File: src/pkg/i2c_triple_slave_pkg.sv
package i2c_triple_slave_pkg;

  ////////////////////////////////////////////////////////////////////////////
  // Register offsets on the plain register port
  localparam logic [2:0] OFF_CONTROL_ONE   = 3'h0;
  localparam logic [2:0] OFF_CONTROL_TWO   = 3'h1;
  localparam logic [2:0] OFF_EVENT_STATUS  = 3'h2;
  localparam logic [2:0] OFF_TRANSFER_CNT  = 3'h3;
  localparam logic [2:0] OFF_FIRST_ADDRESS = 3'h4;

  // Reset values
  localparam logic [7:0] RST_CONTROL_ONE   = 8'h00;
  localparam logic [7:0] RST_CONTROL_TWO   = 8'h00;
  localparam logic [7:0] RST_EVENT_STATUS  = 8'h00;
  localparam logic [7:0] RST_TRANSFER_CNT  = 8'h00;
  localparam logic [7:0] RST_FIRST_ADDRESS = 8'h00;

  // Control one fields
  localparam int PL_MSB         = 7;
  localparam int PL_LSB         = 6;
  localparam int ERR_IE_BIT     = 4;
  localparam int S3_RD_IE_BIT   = 3;
  localparam int S12_RD_IE_BIT  = 2;
  localparam int S3_WR_IE_BIT   = 1;
  localparam int S12_WR_IE_BIT  = 0;
  localparam logic [7:0] CTL1_WMASK = 8'hdf;

  // Control two fields
  localparam int LOCK2_BIT      = 4;
  localparam int LOCK1_BIT      = 3;
  localparam int ON_BIT         = 2;
  localparam int PEND_BIT       = 1;
  localparam int WORD_BIT       = 0;
  localparam logic [7:0] CTL2_WMASK = 8'h1f;
  localparam logic [7:0] ON_ONLY    = 8'h04;

  // Event status fields; write flags start at bit 3, read flags at bit 0
  localparam int NACK_BIT       = 7;
  localparam int BUS_ERROR_FLAG_BIT       = 6;
  localparam logic [2:0] WF_BASE  = 3'h3;
  localparam logic [2:0] RF_BASE  = 3'h0;
  localparam logic [7:0] ERR_ONLY = 8'hc0;

  // Slave address register field
  localparam int ADDR_EN_BIT    = 0;

  // Page length codes and wrap masks
  localparam logic [1:0] PAGE_8     = 2'b00;
  localparam logic [1:0] PAGE_16    = 2'b01;
  localparam logic [7:0] WRAP_8     = 8'h07;
  localparam logic [7:0] WRAP_16    = 8'h0f;
  localparam logic [7:0] WRAP_FULL  = 8'hff;
  localparam logic [7:0] WRAP_HALF  = 8'h7f;

  // Slave selection
  localparam logic [1:0] SEL_NONE  = 2'h0;
  localparam logic [1:0] SEL_ONE   = 2'h1;
  localparam logic [1:0] SEL_TWO   = 2'h2;
  localparam logic [1:0] SEL_THREE = 2'h3;

  // Bus engine states, Gray coded along the byte path
  typedef enum logic [2:0] {
    ST_IDLE      = 3'b000,
    ST_ADDR      = 3'b001,
    ST_ADDR_ACK  = 3'b011,
    ST_RX        = 3'b010,
    ST_RX_ACK    = 3'b110,
    ST_TX        = 3'b111,
    ST_TX_ACK    = 3'b101,
    ST_NACK_WAIT = 3'b100
  } engine_state_t;

endpackage : i2c_triple_slave_pkg

File: src/i2c_triple_slave.sv
`timescale 1ns/1ns
module i2c_triple_slave
  import i2c_triple_slave_pkg::*;
(
  input  wire logic       clk,
  input  wire logic       rst_n,
  input  wire logic [2:0] reg_addr,
  input  wire logic [7:0] reg_wdata,
  input  wire logic       reg_wr,
  input  wire logic       reg_rd,
  output logic      [7:0] reg_rdata,
  input  wire logic       scl_in,
  input  wire logic       sda_in,
  output logic            sda_out,
  output logic            sda_oe,
  input  wire logic [7:0] slave2_addr,
  input  wire logic [7:0] slave3_addr,
  output logic      [1:0] ram_slave,
  output logic      [7:0] ram_offset,
  output logic            ram_we,
  output logic      [7:0] ram_wdata,
  input  wire logic [7:0] ram_rdata,
  input  wire logic       cpu_word_wr,
  input  wire logic       cpu_word_hi,
  output logic            irq_one,
  output logic            irq_two
);

  ////////////////////////////////////////////////////////////////////////////
  // Declarations
  logic            rst_meta;
  logic            rst_q;
  logic      [2:0] scl_s;
  logic      [2:0] sda_s;
  logic            scl_f;
  logic            sda_f;
  logic      [7:0] control_one;
  logic      [7:0] control_two;
  logic      [7:0] event_status;
  logic      [7:0] transfer_count;
  logic      [7:0] first_address;
  logic      [5:0] shown;
  logic            err_on3;
  logic            word_lo_seen;
  engine_state_t   state;
  logic      [2:0] bitcnt;
  logic      [7:0] shreg;
  logic            phase;
  logic      [1:0] sel;
  logic            dir_rd;
  logic            first_byte;
  logic      [7:0] ptr;

  ////////////////////////////////////////////////////////////////////////////
  // Reset release through two flops
  always_ff @(posedge clk or negedge rst_n) begin
    if (!rst_n) begin
      rst_meta <= 1'b0;
      rst_q    <= 1'b0;
    end else begin
      rst_meta <= 1'b1;
      rst_q    <= rst_meta;
    end
  end

  // Pin synchronisers; a level counts once stages two and three agree
  always_ff @(posedge clk or negedge rst_q) begin
    if (!rst_q) begin
      scl_s <= 3'h7;
      sda_s <= 3'h7;
      scl_f <= 1'b1;
      sda_f <= 1'b1;
    end else begin
      scl_s <= {scl_s[1:0], scl_in};
      sda_s <= {sda_s[1:0], sda_in};
      scl_f <= (scl_s[1] == scl_s[2]) ? scl_s[2] : scl_f;
      sda_f <= (sda_s[1] == sda_s[2]) ? sda_s[2] : sda_f;
    end
  end

  ////////////////////////////////////////////////////////////////////////////
  // Bus conditions
  wire scl_ok     = scl_s[1] == scl_s[2];
  wire sda_ok     = sda_s[1] == sda_s[2];
  wire scl_rise   = scl_ok & scl_s[2] & ~scl_f;
  wire scl_fall   = scl_ok & ~scl_s[2] & scl_f;
  wire start_cond = sda_ok & ~sda_s[2] & sda_f & scl_f;
  wire stop_cond  = sda_ok & sda_s[2] & ~sda_f & scl_f;
  wire [7:0] byte_in = {shreg[6:0], sda_f};
  wire last_bit   = bitcnt == 3'h7;

  // Control field decode
  wire       on        = control_two[ON_BIT];
  wire       pend      = control_two[PEND_BIT];
  wire       word_mode = control_two[WORD_BIT];
  wire [1:0] page_len  = control_one[PL_MSB:PL_LSB];
  wire       busy      = state != ST_IDLE;

  // Address match, slave one first; enable bits gate each slave
  wire m1 = first_address[ADDR_EN_BIT]
            & (first_address[7:1] == byte_in[7:1]);
  wire m2 = slave2_addr[ADDR_EN_BIT] & (slave2_addr[7:1] == byte_in[7:1]);
  wire m3 = slave3_addr[ADDR_EN_BIT] & (slave3_addr[7:1] == byte_in[7:1]);
  wire [1:0] hit_sel = m1 ? SEL_ONE : m2 ? SEL_TWO : m3 ? SEL_THREE
                       : SEL_NONE;
  // No acknowledge while a finished write still waits for software
  wire hit     = (hit_sel != SEL_NONE) & ~pend;
  wire hit_evt = (state == ST_ADDR) & scl_rise & last_bit & hit;

  // Write lock of the selected slave one or two (slave three has none); reads unaffected
  wire cur_locked = ~dir_rd
                    & (((sel == SEL_ONE) & control_two[LOCK1_BIT])
                    | ((sel == SEL_TWO) & control_two[LOCK2_BIT]));

  // Transfer end and error events
  wire cond    = start_cond | stop_cond;
  wire ev_end  = cond & (sel != SEL_NONE);
  // Start or stop in the first clock's high half is a legal place
  wire ev_bus_error_flag = ev_end & (bitcnt > 3'h1)
                 & ((state == ST_RX) | (state == ST_TX));
  wire ev_nack = (state == ST_NACK_WAIT) & scl_fall & ~phase;
  wire rx_done = (state == ST_RX) & scl_rise & last_bit;
  wire tx_ackd = (state == ST_TX_ACK) & phase & scl_rise;
  wire count_inc = rx_done | tx_ackd;

  // Pointer wrap: page wrap for writes, full buffer for reads
  wire [7:0] full_mask = (sel == SEL_THREE) ? WRAP_HALF : WRAP_FULL;
  wire [7:0] page_mask = (page_len == PAGE_8)  ? WRAP_8
                       : (page_len == PAGE_16) ? WRAP_16 : full_mask;
  wire [7:0] ptr_inc   = ptr + 8'h01;
  wire [7:0] ptr_page  = (ptr & ~page_mask) | (ptr_inc & page_mask);
  wire [7:0] ptr_roll  = ptr_inc & full_mask;

  ////////////////////////////////////////////////////////////////////////////
  // Register write decode
  wire wr1    = reg_wr & (reg_addr == OFF_CONTROL_ONE);
  wire wr2    = reg_wr & (reg_addr == OFF_CONTROL_TWO);
  wire wr_sa  = reg_wr & (reg_addr == OFF_FIRST_ADDRESS);
  wire rd_st  = reg_rd & (reg_addr == OFF_EVENT_STATUS);

  // Control one and first address only load while enabled
  wire [7:0] next_control_one = ~on ? RST_CONTROL_ONE
                              : wr1 ? (reg_wdata & CTL1_WMASK) : control_one;
  wire [7:0] next_first_address = ~on ? RST_FIRST_ADDRESS
                                : wr_sa ? reg_wdata : first_address;

  // First write while off sets only the enable
  wire [7:0] ctl2_base = ~wr2 ? control_two
                       : on ? (reg_wdata & CTL2_WMASK)
                       : (reg_wdata & ON_ONLY);
  wire on_next = ctl2_base[ON_BIT];
  // Pending set by a finished unlocked write; set beats clear
  wire pend_set = ev_end & ~dir_rd & ~cur_locked;
  // Writing one keeps the flag, zero clears it
  wire pend_keep = wr2 ? (pend & reg_wdata[PEND_BIT]) : pend;
  // Word mode ends once both bytes of the pair are written
  wire word_done = cpu_word_wr & cpu_word_hi & word_lo_seen & word_mode;
  wire word_next = (wr2 & on) ? reg_wdata[WORD_BIT] : word_mode & ~word_done;
  wire [7:0] next_control_two = ~on_next ? ON_ONLY & ctl2_base
     : {ctl2_base[7:2], (pend_set | pend_keep) & on, word_next & on};

  // Status flags: direction bit on a hit sets one flag
  wire [2:0] flag_idx = (sda_f ? RF_BASE : WF_BASE) + {1'b0, hit_sel}
                        - 3'h1;
  wire [7:0] flag_set = (hit_evt ? (8'h01 << flag_idx) : 8'h00)
                        | {ev_nack, ev_bus_error_flag, 6'h00};
  // Hit flags survive a read while a transfer runs; nack and bus error clear
  wire [7:0] flag_clr = ~rd_st ? 8'h00 : busy ? ERR_ONLY : 8'hff;
  wire [7:0] next_event_status = ~on ? RST_EVENT_STATUS
                               : (event_status & ~flag_clr) | flag_set;
  // Flags become visible to interrupts at stop or restart
  // Only this transfer's own flag is shown, so a locked write stays hidden
  wire [2:0] own_idx  = (dir_rd ? RF_BASE : WF_BASE) + {1'b0, sel} - 3'h1;
  wire [5:0] own_flag = cur_locked ? 6'h00 : (6'h01 << own_idx);
  wire [5:0] next_shown = ~on ? 6'h00
     : (shown & ~flag_clr[5:0] & next_event_status[5:0])
     | (ev_end ? (event_status[5:0] & own_flag) : 6'h00);

  // Byte counter: cleared on a hit, wraps naturally
  wire [7:0] next_transfer_count = ~on ? RST_TRANSFER_CNT
                                 : hit_evt ? 8'h00
                                 : count_inc ? transfer_count + 8'h01
                                 : transfer_count;

  // Interrupt lines; held off while a word is being written
  wire err_any   = control_one[ERR_IE_BIT]
                   & (event_status[NACK_BIT] | event_status[BUS_ERROR_FLAG_BIT]);
  wire next_irq_one = ~word_mode & (
      (control_one[S12_WR_IE_BIT] & (shown[3] | shown[4]))
    | (control_one[S12_RD_IE_BIT] & (shown[0] | shown[1]))
    | (err_any & ~err_on3));
  wire next_irq_two = ~word_mode & (
      (control_one[S3_WR_IE_BIT] & shown[5])
    | (control_one[S3_RD_IE_BIT] & shown[2])
    | (err_any & err_on3));

  // Read data select
  wire [7:0] rd_mux = (reg_addr == OFF_CONTROL_ONE)   ? control_one
                    : (reg_addr == OFF_CONTROL_TWO)   ? control_two
                    : (reg_addr == OFF_EVENT_STATUS)  ? event_status
                    : (reg_addr == OFF_TRANSFER_CNT)  ? transfer_count
                    : (reg_addr == OFF_FIRST_ADDRESS) ? first_address
                    : 8'h00;

  ////////////////////////////////////////////////////////////////////////////
  // Register file
  always_ff @(posedge clk or negedge rst_q) begin
    if (!rst_q) begin
      control_one    <= RST_CONTROL_ONE;
      control_two    <= RST_CONTROL_TWO;
      event_status   <= RST_EVENT_STATUS;
      transfer_count <= RST_TRANSFER_CNT;
      first_address  <= RST_FIRST_ADDRESS;
      shown          <= 6'h00;
      reg_rdata      <= 8'h00;
    end else begin
      control_one    <= next_control_one;
      control_two    <= next_control_two;
      event_status   <= next_event_status;
      transfer_count <= next_transfer_count;
      first_address  <= next_first_address;
      shown          <= next_shown;
      reg_rdata      <= reg_rd ? rd_mux : 8'h00;
    end
  end

  // Interrupt outputs, error line choice and word pair tracking
  always_ff @(posedge clk or negedge rst_q) begin
    if (!rst_q) begin
      irq_one      <= 1'b0;
      irq_two      <= 1'b0;
      err_on3      <= 1'b0;
      word_lo_seen <= 1'b0;
    end else begin
      irq_one      <= next_irq_one;
      irq_two      <= next_irq_two;
      if (ev_nack | ev_bus_error_flag) begin
        err_on3 <= sel == SEL_THREE;
      end
      word_lo_seen <= word_mode & ~word_done
                      & (word_lo_seen | (cpu_word_wr & ~cpu_word_hi));
    end
  end

  ////////////////////////////////////////////////////////////////////////////
  // Bus engine; it drives only data, the clock line is never held
  always_ff @(posedge clk or negedge rst_q) begin
    if (!rst_q) begin
      state      <= ST_IDLE;
      bitcnt     <= 3'h0;
      shreg      <= 8'h00;
      phase      <= 1'b0;
      sel        <= SEL_NONE;
      dir_rd     <= 1'b0;
      first_byte <= 1'b0;
      ptr        <= 8'h00;
      sda_oe     <= 1'b0;
      ram_we     <= 1'b0;
      ram_wdata  <= 8'h00;
    end else if (!on) begin
      state  <= ST_IDLE;
      sel    <= SEL_NONE;
      ptr    <= 8'h00;
      sda_oe <= 1'b0;
      ram_we <= 1'b0;
      bitcnt <= 3'h0;
    end else begin
      ram_we <= 1'b0;
      if (cond) begin
        // Start or stop discards the byte and releases the line
        state  <= start_cond ? ST_ADDR : ST_IDLE;
        bitcnt <= 3'h0;
        sel    <= SEL_NONE;
        sda_oe <= 1'b0;
      end else begin
        unique case (state)
          ST_IDLE: begin
            sda_oe <= 1'b0;
          end
          ST_ADDR: begin
            if (scl_rise) begin
              shreg  <= byte_in;
              bitcnt <= bitcnt + 3'h1;
              if (last_bit) begin
                state  <= hit ? ST_ADDR_ACK : ST_IDLE;
                sel    <= hit ? hit_sel : SEL_NONE;
                dir_rd <= sda_f;
                phase  <= 1'b0;
              end
            end
          end
          ST_ADDR_ACK: begin
            // Ack, then either load read data or await the byte address
            if (scl_fall) begin
              phase <= ~phase;
              if (!phase) begin
                sda_oe <= 1'b1;
              end else if (dir_rd) begin
                state  <= ST_TX;
                bitcnt <= 3'h0;
                shreg  <= ram_rdata;
                sda_oe <= ~ram_rdata[7];
              end else begin
                state      <= ST_RX;
                bitcnt     <= 3'h0;
                first_byte <= 1'b1;
                sda_oe     <= 1'b0;
              end
            end
          end
          ST_RX: begin
            if (scl_rise) begin
              shreg  <= byte_in;
              bitcnt <= bitcnt + 3'h1;
              if (last_bit) begin
                state <= ST_RX_ACK;
                phase <= 1'b0;
                if (first_byte) begin
                  ptr <= byte_in & full_mask;
                end else begin
                  ram_we    <= ~cur_locked;
                  ram_wdata <= byte_in;
                end
              end
            end
          end
          ST_RX_ACK: begin
            // Locked data is still acknowledged and the pointer moves
            if (scl_fall) begin
              phase <= ~phase;
              if (!phase) begin
                sda_oe <= 1'b1;
              end else begin
                state      <= ST_RX;
                bitcnt     <= 3'h0;
                sda_oe     <= 1'b0;
                first_byte <= 1'b0;
                if (!first_byte) begin
                  ptr <= ptr_page;
                end
              end
            end
          end
          ST_TX: begin
            if (scl_rise) begin
              bitcnt <= bitcnt + 3'h1;
              if (last_bit) begin
                state <= ST_TX_ACK;
                phase <= 1'b0;
              end
            end else if (scl_fall) begin
              sda_oe <= ~shreg[6];
              shreg  <= {shreg[6:0], 1'b0};
            end
          end
          ST_TX_ACK: begin
            if (scl_fall & ~phase) begin
              sda_oe <= 1'b0;
              phase  <= 1'b1;
            end else if (tx_ackd) begin
              ptr   <= ptr_roll;
              state <= sda_f ? ST_NACK_WAIT : ST_ADDR_ACK;
            end
          end
          ST_NACK_WAIT: begin
            // A full clock after the nack slot, not a stop, is the error
            if (scl_fall) begin
              phase <= 1'b0;
              if (!phase) begin
                state <= ST_IDLE;
              end
            end
          end
        endcase
      end
    end
  end

  // Buffer port and open-drain data pin
  assign ram_slave  = sel;
  assign ram_offset = ptr;
  assign sda_out    = 1'b0;

  ////////////////////////////////////////////////////////////////////////////
  // Checks
  property p_count_clear;
    @(posedge clk) disable iff (!rst_q)
    hit_evt |=> transfer_count == 8'h00;
  endproperty
  a_count_clear: assert property (p_count_clear)
    else $error("byte counter not cleared on address hit");

  property p_count_wrap;
    @(posedge clk) disable iff (!rst_q)
    (on && count_inc && !hit_evt && transfer_count == 8'hff)
      |=> transfer_count == 8'h00;
  endproperty
  a_count_wrap: assert property (p_count_wrap)
    else $error("byte counter did not wrap to zero");

  property p_locked_no_store;
    @(posedge clk) disable iff (!rst_q)
    (on && rx_done && !first_byte && cur_locked && !cond) |=> !ram_we;
  endproperty
  a_locked_no_store: assert property (p_locked_no_store)
    else $error("write stored into a locked buffer");

  property p_pend_refuses;
    @(posedge clk) disable iff (!rst_q)
    (on && state == ST_ADDR && scl_rise && last_bit && pend && !cond)
      |=> state == ST_IDLE ##1 !sda_oe;
  endproperty
  a_pend_refuses: assert property (p_pend_refuses)
    else $error("address acknowledged while write pending");

  property p_off_clears;
    @(posedge clk) disable iff (!rst_q)
    !on |=> event_status == 8'h00 && transfer_count == 8'h00
            && control_one == 8'h00 && first_address == 8'h00;
  endproperty
  a_off_clears: assert property (p_off_clears)
    else $error("fields not cleared while disabled");

  property p_first_enable;
    @(posedge clk) disable iff (!rst_q)
    (wr2 && !on) |=> control_two == {5'h00, $past(reg_wdata[ON_BIT]), 2'h0};
  endproperty
  a_first_enable: assert property (p_first_enable)
    else $error("first enabling write changed other fields");

  property p_bus_error_flag_flag;
    @(posedge clk) disable iff (!rst_q)
    (on && ev_bus_error_flag) |=> event_status[BUS_ERROR_FLAG_BIT] ##1 !sda_oe;
  endproperty
  a_bus_error_flag_flag: assert property (p_bus_error_flag_flag)
    else $error("bus error not flagged or line not released");

  property p_busy_read_keeps;
    @(posedge clk) disable iff (!rst_q)
    (on && rd_st && busy && !wr2)
      |=> (event_status[5:0] & $past(event_status[5:0]))
          == $past(event_status[5:0]);
  endproperty
  a_busy_read_keeps: assert property (p_busy_read_keeps)
    else $error("event flag cleared during a transfer");

  property p_locked_no_pend;
    @(posedge clk) disable iff (!rst_q)
    (on && ev_end && cur_locked && !wr2) |=> !pend;
  endproperty
  a_locked_no_pend: assert property (p_locked_no_pend)
    else $error("write pending set by a locked write");

  property p_page8_wrap;
    @(posedge clk) disable iff (!rst_q)
    (on && state == ST_RX_ACK && phase && scl_fall && !cond && !first_byte
     && page_len == PAGE_8) |=> ptr[7:3] == $past(ptr[7:3]);
  endproperty
  a_page8_wrap: assert property (p_page8_wrap)
    else $error("pointer left its eight byte page");

endmodule : i2c_triple_slave

File: config.mk
export PLATFORM = sky130hd
export DESIGN_NAME = i2c_triple_slave
export DESIGN_NICKNAME = d
export VERILOG_FILES = /design/src/pkg/i2c_triple_slave_pkg.sv /design/src/i2c_triple_slave.sv
export SDC_FILE = /design/constraint.sdc
export NUM_CORES = 1
export LEC_CHECK = 0
export ABC_AREA = 1
export BUFFER_PORTS_ARGS = -buffer_cell sky130_fd_sc_hd__buf_2
export CAP_MARGIN = 20
export CORE_ASPECT_RATIO = 1.25
export CORE_UTILIZATION = 40
export DETAILED_ROUTE_END_ITERATION = 10
export GPL_ROUTABILITY_DRIVEN = 1
export SLEW_MARGIN = 20
export SYNTH_ARGS = -nofsm -noshare
export SYNTH_HDL_FRONTEND = slang
export SYNTH_SLANG_ARGS = --single-unit
File: constraint.sdc
create_clock -name clk -period 7.1 [get_ports clk]
set_input_delay 0.71 -clock clk [delete_from_list [all_inputs] [get_ports clk]]
set_output_delay 0.71 -clock clk [all_outputs]
set_load 0.01 [all_outputs]
==> flow_results.org, run 1 <==
** Outcome
- The flow ran to the end, but the final reports show violations.
- Violated checks :: DRC

** Drt
- The routed layout has roughly 5.6k vias.
- Detailed-router iteration count before antenna repair :: 8
- DRC violations left :: 8
- Count of routing violations after the opening detailed-route iteration :: slightly below 400
- Post-route ant nets :: 0
- Routed len/inst :: 16.0 um
- Vias per inst :: between 5 and 6
- Drt total wl :: 16800 um

** Clock network
- # hold bufs at CTS :: 0
- The later pin in the worst-skew pair is clocked with a latency of between 300 and 400 ps.
- Clock buffer count from CTS :: 9
- In this run the clock root is driven by a clkbuf_16.
- Postcts setup bufs :: 0
- Number of clock sinks seen by CTS :: 100
- TritonCTS built the clock tree.
- Number of H-tree branching levels :: 3
- Clock-pin slew reported for the worst setup and hold paths after clock tree synthesis :: 70 ps
- CTS max path bufs :: 2
- Once the clock tree was built, the resizer swapped 0 gates to a different size.

** Global route
- Maximum number of pins on one net before global-route repair :: 75
- The first global-routing pass estimated between 20000 and 30000 um of wire.
- After global routing the overflow that remains totals 0.
- Overall Global Routing Usage :: 0.224
- The initial antenna violation count came to 0.
- Via count of the first global-routing pass :: 5240

** Pwr
- Logic pwr share :: 0.250
- VDD IR-drop max :: 0.0973 mV
- Of the total power, the share spent switching nets is 0.361.
- Of the total power, registers draw 0.446.
- Net switching power :: 0.000555 W
- The internal power of the cells totals 0.000982 W.
- Leakage power :: about 3.3 nW
- Relative contribution of the clock network to total power :: 0.304
- Total power per unit cell area :: 224 nW/um^2

** Floorplanning
- Row generation in the floorplan step produced 49 rows.
- The die covers 15600 sq um.
- Io pins :: 74
- Vertical extent of the die :: 140 um
- Standard cell core area :: 14600 sq um
- Die X :: 112 um
- For this configuration, the core starts out at a cell density of 0.415.

** Synth
- Instance count of the mapped netlist :: 794
- Of all cell types, the one taking the most synthesized area is dfrtp_1.
- Number of warnings printed during yosys synthesis :: 0
- Of the synthesized area, sequential elements account for 0.415.
- Post-synth top flop :: dfrtp_1
- Of the post-synthesis cell area, the dominant cell type holds 0.380.
- After synthesis, the mean cell area works out to 7.63 sq um.
- Register bit count reported by yosys :: 100
- Post-synth ARST share :: 1.00
- Dominant cells by area after synthesis :: dfrtp_1 (38%), nand2_1 (12%), inv_1 (5.6%), o21ai_0 (5.5%), nor2_1 (4.0%)
- Counting every net in the synthesized netlist gives between 800 and 900.
- Number of distinct library cells after synthesis :: 50
- Number of flops mapped to enable cells by yosys :: 0
- Area of the mapped netlist :: 6060 sq um

** STA
- Final clock period utilization by the worst path :: 0.409
- Max Clock Skew :: 8.44 ps
- Setup repair after global routing left no endpoint under its margin.
- For the final routed database, the setup TNS stands at 0 ps.
- Worst hold slack after final layout :: 123 ps
- Achievable frequency :: 345 MHz
- Transition time at the pin with the least slew margin :: 963 ps
- Hold Violations, Final :: 0
- The worst pin sits at a relative slew slack of 0.358.
- Shortest period the worst path allows :: 2900 ps
- Setup violation total in the final timing report :: 0
- Max-slew violation total from the final report :: 0

** Setup path
- Walking the worst path, the cells encountered are inv_1 -> nand2_1 -> nand4_1 -> nor2_1 -> nand2_1 -> a32oi_1 -> ha_1 -> inv_1 -> ha_1 -> xnor2_1 -> inv_1 -> nor3_1 -> nand4_1 -> nand2_1 -> nand3_1 -> nand2_1.
- STA puts the critical path data required time at between 7000 and 8000 ps.
- Crit end category :: register
- On the critical path the largest part of the delay comes from simple AND/OR/NAND/NOR gates.
- Setup CP Type :: register to register
- For this design, the slowest cell found on the critical path is dfrtp_1.
- Worst Path Arrival :: 3200 ps
- Of all nets on the critical path, the largest fanout is 7.
- The worst setup path is launched from a register.
- Critical path's most frequent cell :: nand2_1
- Largest stage delay on the critical path :: ~560 ps
- Worst Path Buf+Inv :: 3

** Cells and area
- 0 antenna diodes ended up in the layout.
- In the final design database the tool counted about 920 nets.
- The filler cells instantiated in the layout total 1515.
- The area growth from synthesis to layout is 13.3%.
- Of the cells placed in the final design, the portion with a size suffix greater than 1 is 0.175.

** Placement
- Weighted congestion at the end of routability-driven global placement :: just over 0.9
- Number of port buffers :: about 70
- Post-DP HPWL :: 12800 um

** Job
- The tool flagged a number of max-cap violations equal to 0.

** Min path
- The min-delay analysis places its worst path in the category primary input to async pin.
[cells in the mapped netlist, types with 2 or more instances]
library cell and count:
a211oi_1 6, a21oi_1 34, a21oi_2 3, a22oi_1 3, a31oi_1 7, and2_1 3, buf_1 3, buf_2 4
buf_4 2, clkbuf_1 5, conb_1 2, dfrtp_1 92, dfstp_2 8, ha_1 14, inv_1 91, inv_2 13
inv_4 4, nand2_1 201, nand2_2 4, nand2_4 4, nand3_1 40, nand3_2 5, nand3b_1 5, nand4_1 32
nor2_1 65, nor2_2 2, nor2_4 5, nor3_1 7, o211ai_1 8, o21ai_0 66, o21ai_1 4, o21ai_2 3
o221ai_1 6, o22ai_1 8, or2_2 3, xnor2_1 10, xor2_1 9
[worst paths after layout]
path                       depth (start not counted)           end  startpoint  slack [ps]
hold reg to reg                                    0      state[0]       rst_q         220
setup / recovery                                  16      shown[1]    shreg[3]        4200
min in group clk                                   0         rst_q    rst_meta         350
setup reg to reg                                  16      shown[1]    shreg[3]        4200
max in group asynchronous                          1  ram_wdata[7]       rst_q        5590
hold / removal                                     1         rst_q       rst_n         120
[cells by family (layout without fill, tap and decap cells)]
kind of cell,after synthesis,in the layout,synth area share
AO/OA/AOI/OAI,153,153,0.151
XOR/XNOR,19,19,0.0275
adder cells (fa/ha/maj),15,15,0.0322
buffers and inverters,124,199,0.0818
flip-flops,100,100,0.415
other,2,2,0.00124
AND/OR/NAND/NOR,381,381,0.292
[area by class of cell]
type	count	area [sq um]	area share
clock buffers	10	239	0.0348
clock inverters	6	38.8	0.00565
inverters	109	419	0.0611
multi-input cells	570	3050	0.445
flip-flops and latches	100	2520	0.367
well taps	178	223	0.0325
repair buffers	74	375	0.0547
[layer usage]
layer	GRT usage	routed length, um	vias up
met5	0	0	-
met4	0.0877	422	0
met3	0.0327	716	26
met2	0.365	8000	144
met1	0.301	7660	2641
li1	-	-	2765
[flip-flops by register name (all words and copies together) (netlist names), 3 cells and up]
| name | cells |
|---|---|
| event_status | 8 |
| control_one | 7 |
| ram_offset | 8 |
| shreg | 7 |
| scl_s | 3 |
| shown | 6 |
| control_two | 5 |
| first_address | 8 |
| ram_wdata | 8 |
| transfer_count | 8 |
| reg_rdata | 8 |
| bitcnt | 3 |
| state | 3 |
| sda_s | 3 |
[power groups by stage]
stage	Sequential, W	Clock [W]	Combinational (W)
after CTS	0.000685	0.000478	0.000385
after floorplan	0.000663	0	0.000288
after global placement	0.000695	0	0.000384
after global routing	0.000691	0.000503	0.000436
final	0.000685	0.000468	0.000384
after detailed placement	0.000695	0	0.000383
[metrics by stage]
step	utilization	power, W	cell area [sq um]	worst slack, ps	std cells
after floorplan	-	0.000951	6060	4120	794
after global placement	0.451	0.00108	6580	4190	1031
after detailed placement	0.451	0.00108	6580	4110	1031
after CTS	0.470	0.00155	6860	4210	1047
after global routing	0.470	0.00163	6860	3930	1047
final	0.470	0.00154	6860	4200	1047
[cells in the final DEF, fill, tap and decap left out, types with 7 or more instances in the layout]
cell type / count
xnor2_1: 10
nand3_1: 40
ha_1: 14
clkbuf_16: 9
xor2_1: 9
o211ai_1: 8
nor2_1: 65
nand2_1: 201
nand4_1: 32
inv_2: 13
dfrtp_1: 91
a31oi_1: 7
inv_1: 91
a21oi_1: 34
dfstp_2: 8
buf_2: 72
o21ai_0: 66
o22ai_1: 8
nor3_1: 7
No activity file was read; power rests on OpenSTA's default activity.
==> run 2: changes to the inputs <==
ABC_AREA = 0   (was 1)
clock period = 2.96 ns   (was 7.1 ns; I/O delays follow)
==> run 2 against run 1 <==
Against the previous run: the flow now finishes without violations; highest routed layer unchanged; critical endpoint is now shown[5]; utilization down 1.2 points; sequential share of layout area is 0.11 points lower; power rose by 130%; flip-flop and latch count unchanged; worst hold slack lost 100 ps.
==> flow_results.org, run 2 <==
** STA
- Worst hold slack after final layout :: 22.5 ps (was 123 ps)
- The post-layout worst setup margin was 269 ps (was 4200 ps).
- Relative max-transition margin :: 0.331 (was 0.358)
- The sum of negative setup slack was 0 ps (unchanged).
- Max-slew violation total from the final report :: 0 (unchanged)
- The count of final setup violators came to 0 (unchanged).
- RSZ-0062 raised after global routing: no (unchanged).
- Transition time at the pin with the least slew margin :: 1000 ps (was 963 ps)
- Max Clock Skew :: 10.5 ps (was 8.44 ps)
- Shortest period the worst path allows :: 2690 ps (was 2900 ps)
- Final clock period utilization by the worst path :: 0.909 (was 0.409)
- Hold Violations, Final :: 0 (unchanged)
- The achievable clock frequency came to 372 MHz (was 345 MHz).

** Global route
- The maximum number of pins on one net before global-route repair is 73 (was 75).
- Fraction of met2 tracks used by global routing :: 0.396 (was 0.365)
- Number of antenna violations at the first check in global routing :: 0 (unchanged)
- GRT Max-Usage Layer :: met2 (unchanged)
- The fraction of met3 tracks used by global routing was 0.0350 (was 0.0327).
- Total gr overflow :: 0 (unchanged)
- The wire length of the first global-routing pass came to 28500 um (was 27500 um).
- The overall fraction of global-route tracks in use came to 0.234 (was 0.224).
- Via count of the first global-routing pass :: 5317 (was 5240)
- Grt met1 use :: 0.293 (was 0.301)

** Synth
- Portion of synthesized cell area occupied by the leading cell type :: 0.375 (was 0.380)
- The count of state elements after synthesis is 100 (unchanged).
- Most frequent cells after synthesis :: nand2_1 (97), dfrtp_1 (92), nor2_1 (41), o21ai_0 (37), a21oi_1 (32) (was nand2_1 (201), dfrtp_1 (92), inv_1 (91), o21ai_0 (66), nor2_1 (65))
- The warning count from the yosys run was 0 (unchanged).
- Area of the mapped netlist :: 6140 sq um (was 6060 sq um)
- The synthesized net count is 727 (was 852).
- Number of flops mapped to enable cells by yosys :: 0 (unchanged)
- Cell taking the most area after synthesis :: dfrtp_1 (unchanged)
- The most frequent cell after synthesis was nand2_1 (unchanged).
- The primary flip-flop cell chosen by synthesis mapping is dfrtp_1 (unchanged).
- The post-synthesis instance total was 669 (was 794).
- The fraction of the yosys area taken by sequential cells was 0.409 (was 0.415).
- The synthesized area per cell came to 9.18 sq um (was 7.63 sq um).
- Dominant cells by area after synthesis: dfrtp_1 (37%), nand2_1 (5.9%), xnor2_1 (4.0%), dfstp_2 (3.4%), o21ai_0 (3.0%) (was dfrtp_1 (38%), nand2_1 (12%), inv_1 (5.6%), o21ai_0 (5.5%), nor2_1 (4.0%)).
- The proportion of synthesized flip-flops having asynchronous set or reset was 1.00 (unchanged).
- Number of distinct library cells after synthesis :: 83 (was 50)

** Outcome
- Status :: complete, no violations (was finished, violations left)

** Drt
- Drt total wl :: 17700 um (was 16800 um)
- The final routed DRC violation total was 0 (was 8).
- Vias per inst :: 5.95 (was 5.33)
- Routed len/inst :: 19.4 um (was 16.0 um)
- Count of routing violations after the opening detailed-route iteration :: 405 (was 393)
- Post-route ant nets :: 0 (unchanged)
- The via count was 5411 (was 5576).
- Detailed-router iteration count before antenna repair :: 6 (was 8)

** Cells and area
- Highest-count cells in the layout ignoring fill and taps :: nand2_1 (97), dfrtp_1 (91), buf_2 (72), nor2_1 (41), o21ai_0 (37) (was nand2_1 (201), inv_1 (91), dfrtp_1 (91), buf_2 (72), o21ai_0 (66))
- Post-layout nets :: 781 (was 922)
- The post-synthesis to final-layout area growth is 12.0% (was 13.3%).
- The most common library cell in the layout ignoring fill and taps was nand2_1 (unchanged).
- The share of cells above drive strength 1 was 0.191 (was 0.175).
- The total inserted antenna cells is 0 (unchanged).

** Floorplanning
- Die X :: 113 um (was 112 um)
- The site row count came to 50 (was 49).
- The floorplan die area is 15900 sq um (was 15600 sq um).
- Starting utilization of the core area :: 0.409 (was 0.415)
- The top-level I/O count was 74 (unchanged).
- The core footprint is 15000 sq um (was 14600 sq um).
- The floorplan die height is 141 um (was 140 um).

** Clock network
- The CTS buffer count came to 9 (unchanged).
- The cell at the root of the clock tree is clkbuf_16 (unchanged).
- The clock tree from TritonCTS was built (unchanged).
- # hold bufs at CTS :: 1 (was 0)
- Postcts setup bufs :: 0 (unchanged)
- CTS max path bufs :: 2 (unchanged)
- Count of instances resized after the clock tree is built :: 0 (unchanged)
- The clock transition at the register clock pins on the worst setup and hold paths after CTS was 70 ps (about the same).
- Number of clock sinks seen by CTS :: 100 (unchanged)
- The number of levels the H-tree was split into is 3 (unchanged).
- Clock latency of the later-clocked register in the worst-skew pair :: 370 ps (was 360 ps)

** Pwr
- The share of total power in sequential cells was 0.469 (was 0.446).
- Leakage power :: 3.02 nW (was 3.26 nW)
- The portion of total power attributed to the clock network came to 0.327 (was 0.304).
- Internal power contribution :: 0.00233 W (was 0.000982 W)
- The worst ir drop on vdd came to 0.313 mV (was 0.0973 mV).
- Total power per unit cell area :: 514 nW/um^2 (was 224 nW/um^2)
- Switching share of total power :: 0.341 (was 0.361)
- The portion of total power attributed to combinational logic came to 0.204 (was 0.250).
- The net load switching power was 0.00121 W (was 0.000555 W).

** Setup path
- The kind of launch point of the worst setup path is a register (unchanged).
- The gate family responsible for the most delay along the worst path was simple AND/OR/NAND/NOR gates (unchanged).
- The slowest stage cell on the critical path is dfrtp_1 (unchanged).
- The kind of critical path is register to register (unchanged).
- The instance count on the critical path came to 11 (was 16).
- Worst Path Buf+Inv :: 1 (was 3)
- Critical path data required time :: 3240 ps (was 7400 ps)
- The number of cells traversed by the worst register-to-register path is 11 (was 16).
- The maximum single-stage delay on the critical path came to 520 ps (was 560 ps).
- Crit-path cells :: xnor2_1 -> nand4_1 -> nor2_1 -> o22ai_1 -> ha_1 -> inv_1 -> ha_1 -> nor2_1 -> nand4_1 -> or3_1 -> o22ai_1 (was inv_1 -> nand2_1 -> nand4_1 -> nor2_1 -> nand2_1 -> a32oi_1 -> ha_1 -> inv_1 -> ha_1 -> xnor2_1 -> inv_1 -> nor3_1 -> nand4_1 -> nand2_1 -> nand3_1 -> nand2_1)
- The maximum fanout count along the critical path is 8 (was 7).
- Worst Path Arrival :: 2970 ps (was 3200 ps)
- The endpoint kind of the worst setup timing path is a register (unchanged).

** Placement
- The post-detailed-placement half-perimeter wirelength was 12800 um (about the same).
- The total of buffers placed on input and output ports is 72 (unchanged).
- The final estimated routing congestion in global placement was 0.936 (was 0.920).
- Worst slack, placed :: 295 ps (was 4110 ps)

** Job
- Total of max-cap violations :: 0 (unchanged)

** Min path
- Along the worst hold path, the cell count comes to 1.
- The type of the most critical hold path was primary input to register (was primary input to async pin).
run 2: cell types whose count changed after synthesis, moves of 11 or more:
cell / delta
a21boi_0: +18
buf_2: +12
inv_1: -66
inv_2: -13
mux2i_1: +11
nand2_1: -104
nand3_1: -21
nor2_1: -24
nor2b_1: +11
o21ai_0: -29
xnor2_1: +18
run 2: final cells by class:
| type | count | area, sq um |
|---|---|---|
| Fill cell | 1479 | 8130 |
| Timing Repair Buffer | 82 | 450 |
| Clock buffer | 10 | 229 |
| Inverter | 26 | 97.6 |
| Multi-Input combinational cell | 504 | 3310 |
| Tap cell | 182 | 228 |
| Clock inverter | 6 | 47.5 |
| Sequential cell | 100 | 2520 |
run 2: worst paths after layout:
kind                                 endpoint  startpoint  slack [ps]
min in group asynchronous               rst_q       rst_n         230
worst min-delay path                 scl_s[0]      scl_in          20
max in group asynchronous               sda_f       rst_q        1930
worst max-delay path                 shown[5]    shreg[3]         270
worst max register to register       shown[5]    shreg[3]         270
worst min register to register  ram_offset[2]       rst_q         250
run 2: through the flow:
| stage | cells | instance area (sq um) | power (W) | util |
|---|---|---|---|---|
| finish | 910 | 6880 | 0.00354 | 0.458 |
| global route | 910 | 6880 | 0.00371 | 0.458 |
| CTS | 910 | 6880 | 0.00356 | 0.458 |
| detailed placement | 893 | 6600 | 0.00240 | 0.439 |
| global placement | 893 | 6600 | 0.00237 | 0.439 |
| floorplan | 669 | 6140 | 0.00219 | - |
run 2: cell families after synthesis:
logic type / after synthesis / synth area share
buffers and inverters: 65 / 0.0515
and+or+nand+nor: 254 / 0.215
DFF: 100 / 0.409
AOI/OAI and AO/OA: 180 / 0.206
muxes: 21 / 0.0393
adders and majority gates: 15 / 0.0318
xor gates and xnor gates: 32 / 0.0456
other: 2 / 0.00122
run 2: power groups by stage:
stage          logic [W]  clock network [W]  registers (W)
2_1_floorplan   0.000664                  0        0.00153
3_3_place_gp    0.000693                  0        0.00168
3_5_place_dp    0.000715                  0        0.00169
4_1_cts         0.000718            0.00118        0.00166
5_1_grt         0.000797            0.00124        0.00168
6_report        0.000722            0.00116        0.00166
run 2: layer usage:
| metal | vias to the layer above | wire [um] |
|---|---|---|
| li1 | 2534 | - |
| met2 | 188 | 8810 |
| met4 | 0 | 493 |
| met1 | 2657 | 7420 |
| met5 | - | 0 |
| met3 | 32 | 938 |
==> run 3: changes to the inputs <==
CTS_BUF_LIST = sky130_fd_sc_hd__clkbuf_16   (was unset)
==> run 3 against run 2 <==
Against the previous run: critical path type unchanged; fmax grew 0.18%; die area unchanged; power decreased by 0.15%; combinational power hardly changed; via count rose by 0.37%.
==> flow_results.org, run 3 (same netlist as run 2, synthesis figures left out) <==
** Outcome
- Status: complete, no violations (unchanged).

** Pwr
- The total power density per cell area is 514 nW/um^2 (about the same).
- The fraction of power spent switching nets is 0.341 (about the same).
- VDD IR-drop max :: 0.313 mV (about the same)
- Total power consumption of the routed design :: 0.00353 W (was 0.00354 W)
- The design internal power was 0.00233 W (about the same).
- Relative contribution of the clock network to total power :: 0.326 (was 0.327)
- The share of total power in sequential cells came to 0.470 (was 0.469).
- The leakage power summed over all cells came to 3.03 nW (was 3.02 nW).
- Logic pwr share :: 0.204 (about the same)
- Net switching power :: 0.00121 W (about the same)

** Cells and area
- Highest-count cells in the layout ignoring fill and taps: nand2_1 (97), dfrtp_1 (91), buf_2 (72), nor2_1 (41), o21ai_0 (37) (unchanged).
- Area delta synth->final :: 12.0% (unchanged)
- The number of filler cells placed in the layout is 1479 (unchanged).
- The sequential cell area is 2520 sq um (unchanged).
- The layout net count came to 781 (unchanged).
- Most common cell after layout, fill and taps aside :: nand2_1 (unchanged)
- The total inserted antenna cells is 0 (unchanged).
- Total area of multi-input combinational cells :: 3310 sq um (unchanged)
- Layout cells sized above 1 :: 0.191 (unchanged)
- Post-route design area :: 6880 sq um (unchanged)

** STA
- The achievable clock frequency came to 372 MHz (about the same).
- The final-layout worst hold slack came to 22.5 ps (about the same).
- The final hold violation count came to 0 (unchanged).
- Max Clock Skew :: 10.6 ps (was 10.5 ps)
- Transition time at the pin with the least slew margin :: 1000 ps (about the same)
- RSZ-0062 raised after global routing: no (unchanged).
- The worst slew slack as a fraction of its limit came to 0.329 (was 0.331).
- The count of final setup violators was 0 (unchanged).
- The share of the clock period used by the worst path is 0.907 (was 0.909).
- The number of max-slew violations in the final report was 0 (unchanged).
- The sum of negative setup slack came to 0 ps (unchanged).
- Shortest period the worst path allows :: 2690 ps (about the same)

** Drt
- The remaining number of nets flagged by the antenna check after routing is 0 (unchanged).
- Vias per inst :: 5.97 (was 5.95)
- The sum of routed wire length over all layers is 17700 um (about the same).
- Count of routing violations after the opening detailed-route iteration :: 405 (unchanged)
- The count of TritonRoute iterations in the first routing pass was 5 (was 6).
- The wire length per cell after detailed routing came to 19.4 um (about the same).
- DRC violations left :: 0 (unchanged)
- The via count came to 5431 (was 5411).

** Clock network
- Number of clock sinks seen by CTS :: 100 (unchanged)
- The post-cts repair resize count is 0 (unchanged).
- Clock tree from TritonCTS :: built (unchanged)
- Postcts setup bufs :: 0 (unchanged)
- The clock insertion delay at the later pin of the skew report is 370 ps (about the same).
- # hold bufs at CTS :: 1 (unchanged)
- The CTS buffer count came to 9 (unchanged).
- CTS max path bufs :: 2 (unchanged)
- The cell at the root of the clock tree is clkbuf_16 (unchanged).
- The clock transition at the register clock pins on the worst setup and hold paths after CTS is 70 ps (about the same).
- Number of H-tree branching levels :: 3 (unchanged)

** Floorplanning
- The die extent in x came to 113 um (unchanged).
- Starting utilization of the core area :: 0.409 (unchanged)
- Io pins :: 74 (unchanged)
- Vertical extent of the die :: 141 um (unchanged)
- The site row count came to 50 (unchanged).
- DIE AREA :: 15900 sq um (unchanged)
- The core footprint is 15000 sq um (unchanged).

** Global route
- Global-route wire length before repair :: 28500 um (unchanged)
- Via count of the first global-routing pass :: 5317 (unchanged)
- Number of antenna violations at the first check in global routing :: 0 (unchanged)
- The maximum number of pins on one net before global-route repair is 73 (unchanged).
- The remaining global-route overflow was 0 (unchanged).
- Overall Global Routing Usage :: 0.234 (unchanged)

** Setup path
- R2r setup slk :: 270 ps (about the same)
- The endpoint kind of the worst setup timing path is a register (unchanged).
- Capturing point of the worst reg2reg path :: shown[5] (unchanged)
- The kind of critical path is register to register (unchanged).
- RR Startpoint :: shreg[3] (unchanged)
- The data arrival time of the critical path is 2970 ps (about the same).
- R2R cell count :: 11 (unchanged)
- The maximum fanout count along the critical path was 8 (unchanged).
- Critical path data required time :: 3240 ps (about the same)
- The kind of launch point of the worst setup path is a register (unchanged).

** Min path
- The worst hold path depth is 1 (unchanged).
- Min-delay worst type :: primary input to register (unchanged)
- Hold Startpoint :: scl_in (unchanged)
- The capture endpoint of the worst hold path is scl_s[0] (unchanged).

** Placement
- The area after detailed placement came to 6600 sq um (unchanged).
- Number of port buffers :: 72 (unchanged)
- The final estimated routing congestion in global placement came to 0.936 (unchanged).
- Post-DP HPWL :: 12800 um (unchanged)

** Job
- The max-capacitance violation count is 0 (unchanged).
run 3: cell count changes in the layout (fill, tap and decap cells not counted), sizes merged:
cell / before / now
clkbuf: 10 / 9
inv: 27 / 28
run 3: worst max-delay path, cell delays in order, from the launching register on:
cell	delay, ps
dfrtp_1	520
xnor2_1	270
nand4_1	120
nor2_1	190
o22ai_1	100
ha_1	280
inv_1	40
ha_1	340
nor2_1	170
nand4_1	100
or3_1	340
o22ai_1	150
run 3: metrics by stage:
step / utilization / setup WS (ps) / std cells
6_report: 0.458 / 274 / 910
4_1_cts: 0.458 / 277 / 910
3_3_place_gp: 0.439 / 411 / 893
5_1_grt: 0.458 / 74.3 / 910
3_5_place_dp: 0.439 / 295 / 893
2_1_floorplan: - / 621 / 669
run 3: how the worst max path moves through the flow:
stage	startpoint	end	slack (ps)	cells after the start
3_3_place_gp	shreg[3]	shown[5]	410	11
2_1_floorplan	shreg[0]	shown[5]	620	12
4_1_cts	shreg[3]	shown[5]	280	11
6_report	shreg[3]	shown[5]	270	11
3_5_place_dp	shreg[3]	shown[5]	290	11
5_1_grt	shreg[3]	shown[1]	70	13
run 3: layer usage:
layer  part of all wire  wire, um  vias to the layer above  global-route usage
li1                   -         -                     2536                   -
met1               0.42      7390                     2656               0.293
met2               0.50      8820                      201               0.396
met3              0.054       948                       38              0.0350
met4              0.028       501                        0               0.105
met5                  0         0                        -                   0
run 3: power groups by stage:
stage                     combinational [W]  clock, W  sequential [W]
after floorplan                    0.000664         0         0.00153
after global placement             0.000693         0         0.00168
after detailed placement           0.000715         0         0.00169
after CTS                          0.000718   0.00118         0.00166
after global routing               0.000797   0.00123         0.00168
final                              0.000722   0.00115         0.00166
run 3: final cells by class:
cell class,count,share of cell area
Clock buffer,9,0.0327
Clock inverter,7,0.00745
Inverter,26,0.0142
Multi-Input combinational cell,504,0.482
Sequential cell,100,0.366
Tap cell,182,0.0331
Timing Repair Buffer,82,0.0654
